**src/acc_exec_pkg.sv**
```systemverilog
package acc_exec_pkg;

  // ***************************************************************
  // Widths and bus answers
  // ***************************************************************
  localparam int         DATA_W      = 8;
  localparam int         FADDR_W     = 7;
  localparam int         PC_W        = 13;
  localparam int         SP_W        = 3;
  localparam int         STACK_DEPTH = 8;
  localparam int         AXI_ADDR_W  = 8;
  localparam logic [1:0] RESP_OKAY   = 2'h0;
  localparam logic [1:0] RESP_SLVERR = 2'h2;

  // ***************************************************************
  // Register byte offsets
  // ***************************************************************
  localparam logic [7:0] OFF_INSTR      = 8'h00;
  localparam logic [7:0] OFF_ACC        = 8'h04;
  localparam logic [7:0] OFF_STATUS     = 8'h08;
  localparam logic [7:0] OFF_PC         = 8'h0C;
  localparam logic [7:0] OFF_STACK_TOP  = 8'h10;
  localparam logic [7:0] OFF_STACK_PUSH = 8'h14;
  localparam logic [7:0] OFF_FILE_ADDR  = 8'h18;
  localparam logic [7:0] OFF_FILE_DATA  = 8'h1C;

  // ***************************************************************
  // Field positions
  // ***************************************************************
  localparam int INSTR_OP_LSB   = 0;
  localparam int INSTR_DEST_BIT = 4;
  localparam int INSTR_FA_LSB   = 8;
  localparam int INSTR_LIT_LSB  = 16;
  localparam int ST_ZERO_BIT    = 0;
  localparam int ST_CARRY_BIT   = 1;
  localparam int ST_GIE_BIT     = 2;
  localparam int ST_BUSY_BIT    = 3;
  localparam int ST_SP_LSB      = 8;

  // ***************************************************************
  // Reset values
  // ***************************************************************
  localparam logic [DATA_W-1:0]  ACC_RST   = 8'h00;
  localparam logic [PC_W-1:0]    PC_RST    = 13'h0000;
  localparam logic [FADDR_W-1:0] FADDR_RST = 7'h00;
  localparam logic               FLAG_RST  = 1'b0;

  // ***************************************************************
  // Operation codes, states and carriers
  // ***************************************************************
  typedef enum logic [3:0] {
    OP_NO_OPERATION    = 4'h0,
    OP_OR_LITERAL      = 4'h1,
    OP_OR_REGISTER     = 4'h2,
    OP_INCREMENT       = 4'h3,
    OP_MOVE_REGISTER   = 4'h4,
    OP_LOAD_LITERAL    = 4'h5,
    OP_STORE_ACC       = 4'h6,
    OP_RETURN_LITERAL  = 4'h7,
    OP_RETURN_INTERRUPT = 4'h8,
    OP_ROTATE_LEFT     = 4'h9
  } opcode_t;

  typedef enum logic [1:0] {
    ST_IDLE  = 2'h0,
    ST_FETCH = 2'h1,
    ST_EXEC  = 2'h2,
    ST_FLUSH = 2'h3
  } exec_state_t;

  typedef struct packed {
    logic [DATA_W-1:0]  literal;
    logic [FADDR_W-1:0] faddr;
    logic               dest;
    opcode_t            op;
  } instr_t;

  typedef struct packed {
    logic               we;
    logic [FADDR_W-1:0] waddr;
    logic [DATA_W-1:0]  wdata;
    logic [FADDR_W-1:0] raddr;
  } mem_req_t;

endpackage

```
**src/accumulator_instruction_execute.sv**
```systemverilog
// The implementer's own choices: the placing of the registers and the AXI4-Lite slave port.
`timescale 1ns/1ps
`default_nettype none
module accumulator_instruction_execute
  import acc_exec_pkg::*;
(
  // Clock and reset
  input  wire logic                  aclk,
  input  wire logic                  aresetn,
  // AXI4-Lite write address
  input  wire logic [AXI_ADDR_W-1:0] s_axi_awaddr,
  input  wire logic                  s_axi_awvalid,
  output logic                       s_axi_awready,
  // AXI4-Lite write data
  input  wire logic [31:0]           s_axi_wdata,
  input  wire logic [3:0]            s_axi_wstrb,
  input  wire logic                  s_axi_wvalid,
  output logic                       s_axi_wready,
  // AXI4-Lite write response
  output logic [1:0]                 s_axi_bresp,
  output logic                       s_axi_bvalid,
  input  wire logic                  s_axi_bready,
  // AXI4-Lite read address
  input  wire logic [AXI_ADDR_W-1:0] s_axi_araddr,
  input  wire logic                  s_axi_arvalid,
  output logic                       s_axi_arready,
  // AXI4-Lite read data
  output logic [31:0]                s_axi_rdata,
  output logic [1:0]                 s_axi_rresp,
  output logic                       s_axi_rvalid,
  input  wire logic                  s_axi_rready,
  // Core state
  output logic [DATA_W-1:0]          acc_value,
  output logic [PC_W-1:0]            pc_value,
  output logic                       global_interrupt_enable,
  output logic                       exec_busy
);

  // ***************************************************************
  // State
  // ***************************************************************
  exec_state_t        state_reg;
  instr_t             instr_reg;
  logic [DATA_W-1:0]  acc_reg;
  logic [PC_W-1:0]    pc_reg;
  logic               zero_reg;
  logic               carry_reg;
  logic               gie_reg;
  logic [FADDR_W-1:0] faddr_reg;
  logic [PC_W-1:0]    stack_reg [0:STACK_DEPTH-1];
  logic [SP_W-1:0]    sp_reg;
  logic [PC_W-1:0]    stack_top_entry;

  logic                  aw_full_reg;
  logic [AXI_ADDR_W-1:0] aw_addr_reg;
  logic                  w_full_reg;
  logic [31:0]           w_data_reg;
  logic [3:0]            w_strb_reg;
  logic                  rd_pend_reg;
  logic [AXI_ADDR_W-1:0] ar_addr_reg;

  logic [DATA_W-1:0] mem_rdata;
  mem_req_t          mem_req;
  logic              wr_fire;
  logic              wr_lane0;
  logic              wr_mapped;
  logic              rd_mapped;
  logic              idle;

  // Execution results.
  logic [DATA_W-1:0] result;
  logic              to_acc;
  logic              to_file;
  logic              upd_zero;
  logic              upd_carry;
  logic              new_carry;
  logic              is_return;

  assign idle            = (state_reg == ST_IDLE);
  assign stack_top_entry = stack_reg[sp_reg - 3'h1];

  // ***************************************************************
  // AXI4-Lite write path
  // ***************************************************************
  // Writes are held off while an instruction executes, so software never
  // races the datapath on the accumulator, flags or file registers.
  assign s_axi_awready = !aw_full_reg && idle;
  assign s_axi_wready  = !w_full_reg && idle;
  assign wr_fire       = aw_full_reg && w_full_reg && !s_axi_bvalid;
  assign wr_lane0      = w_strb_reg[0];

  always_comb begin
    case (aw_addr_reg)
      OFF_INSTR, OFF_ACC, OFF_STATUS, OFF_PC, OFF_STACK_PUSH,
      OFF_FILE_ADDR, OFF_FILE_DATA: wr_mapped = 1'b1;
      default: wr_mapped = 1'b0;
    endcase
  end

  always_ff @(posedge aclk) begin
    if (!aresetn) begin
      aw_full_reg <= 1'b0;
      aw_addr_reg <= '0;
    end else if (s_axi_awvalid && s_axi_awready) begin
      aw_full_reg <= 1'b1;
      aw_addr_reg <= s_axi_awaddr;
    end else if (wr_fire) begin
      aw_full_reg <= 1'b0;
    end
  end

  always_ff @(posedge aclk) begin
    if (!aresetn) begin
      w_full_reg <= 1'b0;
      w_data_reg <= '0;
      w_strb_reg <= '0;
    end else if (s_axi_wvalid && s_axi_wready) begin
      w_full_reg <= 1'b1;
      w_data_reg <= s_axi_wdata;
      w_strb_reg <= s_axi_wstrb;
    end else if (wr_fire) begin
      w_full_reg <= 1'b0;
    end
  end

  always_ff @(posedge aclk) begin
    if (!aresetn) begin
      s_axi_bvalid <= 1'b0;
      s_axi_bresp  <= RESP_OKAY;
    end else if (wr_fire) begin
      s_axi_bvalid <= 1'b1;
      s_axi_bresp  <= wr_mapped ? RESP_OKAY : RESP_SLVERR;
    end else if (s_axi_bready) begin
      s_axi_bvalid <= 1'b0;
    end
  end

  // ***************************************************************
  // AXI4-Lite read path
  // ***************************************************************
  // A read is taken only while idle; its data leave one edge later so the
  // registered file-register read sees the address of the taken request.
  assign s_axi_arready = idle && !rd_pend_reg && !s_axi_rvalid;

  always_comb begin
    case (ar_addr_reg)
      OFF_INSTR, OFF_ACC, OFF_STATUS, OFF_PC, OFF_STACK_TOP,
      OFF_STACK_PUSH, OFF_FILE_ADDR, OFF_FILE_DATA: rd_mapped = 1'b1;
      default: rd_mapped = 1'b0;
    endcase
  end

  always_ff @(posedge aclk) begin
    if (!aresetn) begin
      rd_pend_reg <= 1'b0;
      ar_addr_reg <= '0;
    end else if (s_axi_arvalid && s_axi_arready) begin
      rd_pend_reg <= 1'b1;
      ar_addr_reg <= s_axi_araddr;
    end else begin
      rd_pend_reg <= 1'b0;
    end
  end

  always_ff @(posedge aclk) begin
    if (!aresetn) begin
      s_axi_rvalid <= 1'b0;
      s_axi_rdata  <= '0;
      s_axi_rresp  <= RESP_OKAY;
    end else if (rd_pend_reg) begin
      s_axi_rvalid <= 1'b1;
      s_axi_rresp  <= rd_mapped ? RESP_OKAY : RESP_SLVERR;
      case (ar_addr_reg)
        OFF_INSTR: s_axi_rdata <= {8'h00, instr_reg.literal, 1'h0,
          instr_reg.faddr, 3'h0, instr_reg.dest, instr_reg.op};
        OFF_ACC:       s_axi_rdata <= 32'(acc_reg);
        OFF_STATUS: begin
          s_axi_rdata               <= '0;
          s_axi_rdata[ST_ZERO_BIT]  <= zero_reg;
          s_axi_rdata[ST_CARRY_BIT] <= carry_reg;
          s_axi_rdata[ST_GIE_BIT]   <= gie_reg;
          s_axi_rdata[ST_BUSY_BIT]  <= !idle;
          s_axi_rdata[ST_SP_LSB +: SP_W] <= sp_reg;
        end
        OFF_PC:        s_axi_rdata <= 32'(pc_reg);
        OFF_STACK_TOP: s_axi_rdata <= 32'(stack_top_entry);
        OFF_FILE_ADDR: s_axi_rdata <= 32'(faddr_reg);
        OFF_FILE_DATA: s_axi_rdata <= 32'(mem_rdata);
        default:       s_axi_rdata <= '0;
      endcase
    end else if (s_axi_rready) begin
      s_axi_rvalid <= 1'b0;
    end
  end

  // ***************************************************************
  // Instruction sequencer
  // ***************************************************************
  always_ff @(posedge aclk) begin
    if (!aresetn) begin
      state_reg <= ST_IDLE;
      instr_reg <= '0;
    end else begin
      case (state_reg)
        ST_IDLE: begin
          if (wr_fire && wr_lane0 && aw_addr_reg == OFF_INSTR) begin
            instr_reg.op      <= opcode_t'(w_data_reg[INSTR_OP_LSB +: 4]);
            instr_reg.dest    <= w_data_reg[INSTR_DEST_BIT];
            instr_reg.faddr   <= w_data_reg[INSTR_FA_LSB +: FADDR_W];
            instr_reg.literal <= w_data_reg[INSTR_LIT_LSB +: DATA_W];
            state_reg <= ST_FETCH;
          end
        end
        ST_FETCH: state_reg <= ST_EXEC;
        ST_EXEC:  state_reg <= is_return ? ST_FLUSH : ST_IDLE;
        ST_FLUSH: state_reg <= ST_IDLE;
        default:  state_reg <= ST_IDLE;
      endcase
    end
  end

  // ***************************************************************
  // Datapath decode
  // ***************************************************************
  always_comb begin
    result    = '0;
    to_acc    = 1'b0;
    to_file   = 1'b0;
    upd_zero  = 1'b0;
    upd_carry = 1'b0;
    new_carry = carry_reg;
    is_return = 1'b0;
    case (instr_reg.op)
      OP_OR_LITERAL: begin
        result   = acc_reg | instr_reg.literal;
        to_acc   = 1'b1;
        upd_zero = 1'b1;
      end
      OP_OR_REGISTER: begin
        result   = acc_reg | mem_rdata;
        to_acc   = !instr_reg.dest;
        to_file  = instr_reg.dest;
        upd_zero = 1'b1;
      end
      OP_INCREMENT: begin
        result   = mem_rdata + 8'h01;
        to_acc   = !instr_reg.dest;
        to_file  = instr_reg.dest;
        upd_zero = 1'b1;
      end
      OP_MOVE_REGISTER: begin
        result   = mem_rdata;
        to_acc   = !instr_reg.dest;
        to_file  = instr_reg.dest;
        upd_zero = 1'b1;
      end
      OP_LOAD_LITERAL: begin
        result = instr_reg.literal;
        to_acc = 1'b1;
      end
      OP_STORE_ACC: begin
        result  = acc_reg;
        to_file = 1'b1;
      end
      OP_RETURN_LITERAL: begin
        result    = instr_reg.literal;
        to_acc    = 1'b1;
        is_return = 1'b1;
      end
      OP_RETURN_INTERRUPT: is_return = 1'b1;
      OP_ROTATE_LEFT: begin
        result    = {mem_rdata[DATA_W-2:0], carry_reg};
        new_carry = mem_rdata[DATA_W-1];
        upd_carry = 1'b1;
        to_acc    = !instr_reg.dest;
        to_file   = instr_reg.dest;
      end
      default: result = '0;
    endcase
  end

  // ***************************************************************
  // File-register port
  // ***************************************************************
  always_comb begin
    mem_req       = '0;
    mem_req.raddr = idle ? faddr_reg : instr_reg.faddr;
    if (state_reg == ST_EXEC && to_file) begin
      mem_req.we    = 1'b1;
      mem_req.waddr = instr_reg.faddr;
      mem_req.wdata = result;
    end else if (wr_fire && wr_lane0 && aw_addr_reg == OFF_FILE_DATA) begin
      mem_req.we    = 1'b1;
      mem_req.waddr = faddr_reg;
      mem_req.wdata = w_data_reg[DATA_W-1:0];
    end
  end

  file_reg_mem u_mem (
    .aclk    (aclk),
    .aresetn (aresetn),
    .req     (mem_req),
    .rdata   (mem_rdata)
  );

  // ***************************************************************
  // Accumulator, flags and file address
  // ***************************************************************
  always_ff @(posedge aclk) begin
    if (!aresetn) begin
      acc_reg <= ACC_RST;
    end else if (state_reg == ST_EXEC && to_acc) begin
      acc_reg <= result;
    end else if (wr_fire && wr_lane0 && aw_addr_reg == OFF_ACC) begin
      acc_reg <= w_data_reg[DATA_W-1:0];
    end
  end

  always_ff @(posedge aclk) begin
    if (!aresetn) begin
      zero_reg  <= FLAG_RST;
      carry_reg <= FLAG_RST;
      gie_reg   <= FLAG_RST;
    end else if (state_reg == ST_EXEC) begin
      if (upd_zero) begin
        zero_reg <= (result == '0);
      end
      if (upd_carry) begin
        carry_reg <= new_carry;
      end
      if (instr_reg.op == OP_RETURN_INTERRUPT) begin
        gie_reg <= 1'b1;
      end
    end else if (wr_fire && wr_lane0 && aw_addr_reg == OFF_STATUS) begin
      zero_reg  <= w_data_reg[ST_ZERO_BIT];
      carry_reg <= w_data_reg[ST_CARRY_BIT];
      gie_reg   <= w_data_reg[ST_GIE_BIT];
    end
  end

  always_ff @(posedge aclk) begin
    if (!aresetn) begin
      faddr_reg <= FADDR_RST;
    end else if (wr_fire && wr_lane0 && aw_addr_reg == OFF_FILE_ADDR) begin
      faddr_reg <= w_data_reg[FADDR_W-1:0];
    end
  end

  // ***************************************************************
  // Program counter and return stack
  // ***************************************************************
  // The stack is circular: a pop below the bottom wraps, as in hardware.
  always_ff @(posedge aclk) begin
    if (!aresetn) begin
      pc_reg <= PC_RST;
      sp_reg <= '0;
      for (int i = 0; i < STACK_DEPTH; i++) begin
        stack_reg[i] <= PC_RST;
      end
    end else if (state_reg == ST_EXEC) begin
      if (is_return) begin
        pc_reg <= stack_top_entry;
        sp_reg <= sp_reg - 3'h1;
      end else begin
        pc_reg <= pc_reg + 13'h0001;
      end
    end else if (wr_fire && wr_lane0) begin
      if (aw_addr_reg == OFF_PC) begin
        pc_reg <= w_data_reg[PC_W-1:0];
      end else if (aw_addr_reg == OFF_STACK_PUSH) begin
        stack_reg[sp_reg] <= w_data_reg[PC_W-1:0];
        sp_reg            <= sp_reg + 3'h1;
      end
    end
  end

  assign acc_value               = acc_reg;
  assign pc_value                = pc_reg;
  assign global_interrupt_enable = gie_reg;
  assign exec_busy               = !idle;

endmodule
`default_nettype wire

```
**src/file_reg_mem.sv**
```systemverilog
`timescale 1ns/1ps
`default_nettype none
module file_reg_mem
  import acc_exec_pkg::*;
(
  // Clock and reset
  input  wire logic              aclk,
  input  wire logic              aresetn,
  // Access
  input  wire mem_req_t          req,
  output logic [DATA_W-1:0]      rdata
);

  logic [DATA_W-1:0] mem [0:(1<<FADDR_W)-1];

  always_ff @(posedge aclk) begin
    if (req.we) begin
      mem[req.waddr] <= req.wdata;
    end
  end

  // Read data is registered: it follows the read address one edge later.
  always_ff @(posedge aclk) begin
    if (!aresetn) begin
      rdata <= '0;
    end else begin
      rdata <= mem[req.raddr];
    end
  end

endmodule
`default_nettype wire
```
**config.mk**
```make
export PLATFORM = sky130hd
export DESIGN_NAME = accumulator_instruction_execute
export DESIGN_NICKNAME = d
export VERILOG_FILES = /design/src/acc_exec_pkg.sv /design/src/accumulator_instruction_execute.sv /design/src/file_reg_mem.sv
export SDC_FILE = /design/constraint.sdc
export NUM_CORES = 2
export LEC_CHECK = 0
export BUFFER_PORTS_ARGS = -buffer_cell sky130_fd_sc_hd__clkbuf_2
export CAP_MARGIN = 10
export CORE_MARGIN = 3
export CORE_UTILIZATION = 35
export DETAILED_ROUTE_END_ITERATION = 7
export SETUP_SLACK_MARGIN = 0.3
export SYNTH_ARGS = -nofsm -noshare
export SYNTH_HDL_FRONTEND = slang
export SYNTH_SLANG_ARGS = --single-unit
```
**constraint.sdc**
```tcl
create_clock -name aclk -period 9.02 [get_ports aclk]
set_input_delay 0.902 -clock aclk [delete_from_list [all_inputs] [get_ports aclk]]
set_output_delay 0.902 -clock aclk [all_outputs]
set_load 0.05 [all_outputs]
```
Word level (Yosys, flattened, before mapping). Memory sizes are Yosys's and may differ from the RTL's. A register that Yosys moved wholly into a read port is not among the register bits. Cells that the tools add are included.

Bits in registers: 138. Bits in writable memories: 1128. ROM bits: 32. Input port bits: 59. Output and inout bits: 64. Word-level logic and storage cells: 176. Memories: 3.

Add/sub/neg operators: 4. Equal/unequal tests: 31. Multiplexer cells: 60. Bitwise gates (word level): 2. Reduce and logical (&&, ||, !) cells: 52.

Memories: u_mem.mem (words 128, bits a word 8, read ports 1, clocked after memory_dff 1, write ports 1, RTL line file_reg_mem.sv:14) `logic [DATA_W-1:0] mem [0:(1<<FADDR_W)-1];`; stack_reg (words 8, bits a word 13, read ports 1, clocked after memory_dff 0, write ports 8, RTL line accumulator_instruction_execute.sv:50) `logic [PC_W-1:0] stack_reg [0:STACK_DEPTH-1];`; (no name shown) (words 32, bits a word 1, read ports 1, clocked after memory_dff 1, write ports 0, RTL line accumulator_instruction_execute.sv:146) `case (ar_addr_reg)`.

Operators by type and width (count): $pmux 24 s7 (1); $mux 13 (5); $pmux 8 s7 (1); $eq 8x5->1 const B (6); $mux 1 (33); $eq 8x4->1 const B (4); $mux 16 (2); $logic_not 8->1 (3); $mux 3 (6); $reduce_bool 2->1 (9); $logic_and 1x1->1 (17); $eq 4x3->1 const B (4); $eq 8x3->1 const B (2); $mux 8 (2); $or 8x8->8 (2); $add 13x1->13 const B (1); $reduce_or 13->1 (1); $mux 5 (2); $add 8x1->8 const B (1); $eq 4x2->1 const B (2); $eq 4x4->1 const B (2); $logic_not 1->1 (8); $mux 2 (4); $ne 2x2->1 const B (4); 18 further kinds (27).

Longest topological paths before layout.
Depth in word-level cells: 9. Mapped depth: 14. Depth with buffers taken out: 9.

Cells and area by module. From an unflattened synthesis, not the netlist that was laid out.

Cell total of the unflattened synthesis: 3193. Area, all modules: 51917.3 µm².

By module, submodules not included: file_reg_mem (instances 1, cells an instance 2041, area an instance 40277.4 µm², sequential area each 30909.6 µm²); accumulator_instruction_execute (instances 1, cells an instance 1152, area an instance 11639.9 µm², sequential area each 5665.4 µm²).

Worst setup path after synthesis. Ideal clock, no wire load.

Path type: flip-flop to flip-flop. Start: reg instr_reg[3] in the netlist's numbering. End: mem u_mem.mem[0][2], data pin. Setup time: 1.198 ns. Data arrival time: 6.696 ns. Required time: 7.822 ns. Setup slack: 1.127 ns. Stages on the path, launching flop included: 9. Buffers on the path: 4. Clock period less this slack: 7.893 ns. Cell sequence: dfxtp_1 > nor4bb_1 > buf_2 > and2_1 > o21ai_1 > buf_4 > buf_1 > clkbuf_1 > o21ai_0.

RTL lines: start: declaration (RTL line accumulator_instruction_execute.sv:43) `instr_t instr_reg;`; end: declaration (RTL line file_reg_mem.sv:14).

Worst setup path after layout.
Start: reg state_reg[1]. End: reg u_mem.rdata[3], read port of u_mem.mem.

Cells in the longest elaborated chain, start to end: 2.

RTL lines: start: declaration (RTL line accumulator_instruction_execute.sv:42) `exec_state_t state_reg;`; start signal: assignment (RTL line accumulator_instruction_execute.sv:215) `ST_EXEC: state_reg <= is_return ? ST_FLUSH : ST_IDLE;`; $logic_not 2->1 (RTL line accumulator_instruction_execute.sv:79) `assign idle = (state_reg == ST_IDLE);`; $mux 7 (RTL line accumulator_instruction_execute.sv:287) `mem_req.raddr = idle ? faddr_reg : instr_reg.faddr;`; end: declaration (RTL line file_reg_mem.sv:11) `output logic [DATA_W-1:0] rdata`.

Every way passes these cells. A chain may end at the register's enable or synchronous reset.

==> impl_results.md <==
- Setup violations, final: 0
- Setup bufs post-CTS: 0
- Post-CTS sizing: 0
- NumNets Final: slightly above 4000
- Clk root buf: clkbuf_16
- First-pass GRT wire length: roughly 230 mm
- Non-filler instance count after layout: ~6100
- Worst IR drop on VDD: around 170 uV
- Max-capacitance violation count: 0
- Die Ht: about 400 um
- FP Rows: between 100 and 150
- Vias in the first global route: approximately 33000
- Area growth syn-to-layout: 12.9%
- Worst path required time: about 9.6 ns
- DR iter-0 viols: between 4000 and 5000
- Grt ovf: 0
- CP top delay family: buffers and inverters
- Post-Syn Instances: slightly below 4000
- Crit-path cells: nor3b_4, buf_12, nor2_4, buf_4, buf_4, mux2i_1, o22ai_1, o21ai_0, nor4b_1, o22ai_1
- Tmin final: about 5.2 ns
- Critical path peak fanout: 157
- Leading area contributor after synthesis: edfxtp_1
- Register area share after synthesis: roughly 68%
- Final ANT Viol Nets: 0
- Placer Congestion: just under 0.9
- Skew-Pair Late Insertion Delay: between 0.7 and 0.8 ns
- Startpoint type of the worst setup path: flip-flop
- Setup TNS: 0 ns
- Final slew viol count: 0
- WP data arrival: just under 6 ns
- Commonest non-fill, non-tap cell in the layout: edfxtp_1
- Hold buffers post-CTS: 0
- Pre-CTS setup slack: just over 4 ns
- Most frequent cells in the layout: edfxtp_1 (1128), o21ai_0 (313), nand3_1 (296)
- Yosys cell types: between 90 and 100
- Core area: about 150000 um^2
- DRC viols: 0
- Status: finished, final reports clean
- Path type of the worst min-delay path: input port to flip-flop
- Final WS setup: between 3 and 4 ns
- Port Buf Inserts: a little under 100
- Total number of vias: 34900
- Clock skew: about 0.031 ns
- Largest net degree at the start of global routing: 158
- Initial Utilization: 35.5%
- Ports: 123
- Worst path max stage delay: 1.09 ns
- DR vias/cell: around 5.7
- Post-synth ARST share: 0%
- Fraction of layout cells with a size suffix above 1: between 10% and 20%
- Clk buf depth: 3
- Hold Vio Cnt, Final: 0
- Post-synthesis register bit count: 1263
- Cell Pwr Density: 199 nW/um^2
- Synth top area cells: edfxtp_1 (63%), dfxtp_1 (5.1%), mux2i_1 (3.8%), o21ai_0 (3.1%), nand3_1 (2.8%)
- Max-slew headroom: between 15 and 20%
- Clock sinks: approximately 1300
- Pwr Total: ~0.012 W
- Crit path kind: flip-flop to flip-flop
- CTS tree: built
- Worst Setup End Kind: flip-flop
- Netlist Area Pre-Place: roughly 53000 um^2
- Inst Count DP: between 5000 and 6000
- Die area: 158000 um^2
- Antenna violations before repair: 3
- GR Util All Layers: 19.0%
- Slowest CP cell: dfxtp_1
- HPWL Detailed: 91.7 mm
- WL final: approximately 150 mm
- Drt wl/cell: approximately 25 um
- Fmax achieved: around 190 MHz
- Worst slew pin tran: approximately 1.3 ns
- RSZ-0062 raised after global routing: no
- Mean Syn Cell Area: about 13 um^2
- Largest register FFs: 1024
- Synth Warn #: 0
- Critical path buffer and inverter count: 3
- DR pass1 iterations: 7
- Die width: 397 um
- Crit share post-route: ~58%
- Synth top area share: between 60% and 70%
- Number of flops mapped to enable cells by yosys: between 1000 and 1500
- Clock transition at path regs: ~0.06 ns
- TritonCTS buffer count: roughly 140
- H-Tree Depth: 4
- Leak: about 19 nW
- Top_reg_cell synth: edfxtp_1
## per-layer routing
metal  up-vias  GRT usage, %  routed length (um)
met1     17400          26.1               63700
li1      15400             -                   -
met2      1810          29.1               70300
met4         0          7.57                5800
met5         -             0                   0
met3       299          4.17               13900
## tightest hold or removal path, stage by stage
cell	delay, ns
clkbuf_2	0.08
nand2_1	0.04
a21oi_1	0.05
## power breakdown
| group | switching (W) | internal (W) |
|---|---|---|
| sequential | 0.0000294 | 0.00631 |
| combinational | 0.000110 | 0.0000447 |
| clock | 0.00228 | 0.00326 |
## kinds of logic after synthesis
family | Yosys count | synth area share, %
compound gates | 898 | 10.6
xor+xnor | 10 | 0.164
fa+ha+maj | 4 | 0.0936
buf+inv | 357 | 3.02
flops | 1263 | 68.4
mux | 302 | 7.02
other cells | 1 | 0.00701
simple gates | 1145 | 10.7
## synthesized netlist by cell type, types with 6 or more instances
library cell / number
edfxtp_1: 1128
o21ai_0: 328
nand3_1: 297
nor2_1: 250
nand2_1: 238
mux2i_1: 205
a21oi_1: 195
clkbuf_1: 193
dfxtp_1: 135
and2_1: 120
a211oi_1: 90
buf_2: 85
and3_1: 78
mux4_2: 54
a2111oi_0: 51
mux2_2: 42
o22ai_1: 35
buf_4: 29
a222oi_1: 28
a22oi_1: 25
nand4_1: 24
nand2b_1: 23
inv_1: 22
a311oi_1: 19
buf_1: 19
nor4_1: 19
a31oi_1: 18
nor3_1: 18
nor4b_1: 16
and4_1: 12
o21a_1: 12
o211ai_1: 9
a32oi_1: 8
buf_6: 8
nand3b_1: 7
or3_1: 7
or4_1: 7
a2111o_1: 6
a221oi_1: 6
a22o_1: 6
a311o_1: 6
a41o_1: 6
o32ai_1: 6
xnor2_1: 6
## cell type report
type,instances,area (um^2)
flip-flops and latches,1263,36600
multi-input cells,2370,15600
clock inverters,68,714
diodes,2,5.00
inverters,23,87.6
fillers,13800,90500
well taps,2016,2520
clock buffers,179,3690
repair buffers,192,1200
## path summary, 6_finish.rpt
check	end	startpoint	cells after the start	slack, ns
max	u_mem.rdata[3]$_SDFF_PN0_	state_reg[1]$_SDFFE_PN0P_	10	3.79
min	w_data_reg[11]$_SDFFE_PN0P_	s_axi_wdata[11]	3	0.39
max reg2reg	u_mem.rdata[3]$_SDFF_PN0_	state_reg[1]$_SDFFE_PN0P_	10	3.79
min reg2reg	aw_addr_reg[7]$_SDFFE_PN0P_	aw_addr_reg[7]$_SDFFE_PN0P_	2	0.46
## stage by stage
stage | utilization (%) | hold slack [ns] | instance area [um^2]
floorplan | - | 0.431 | 53500
global placement | 37.1 | 0.441 | 55900
detailed placement | 37.1 | 0.445 | 55900
CTS | 40.0 | 0.344 | 60300
global route | 40.0 | 0.382 | 60400
finish | 40.0 | 0.388 | 60400
No activity file was read; power rests on OpenSTA's default activity.
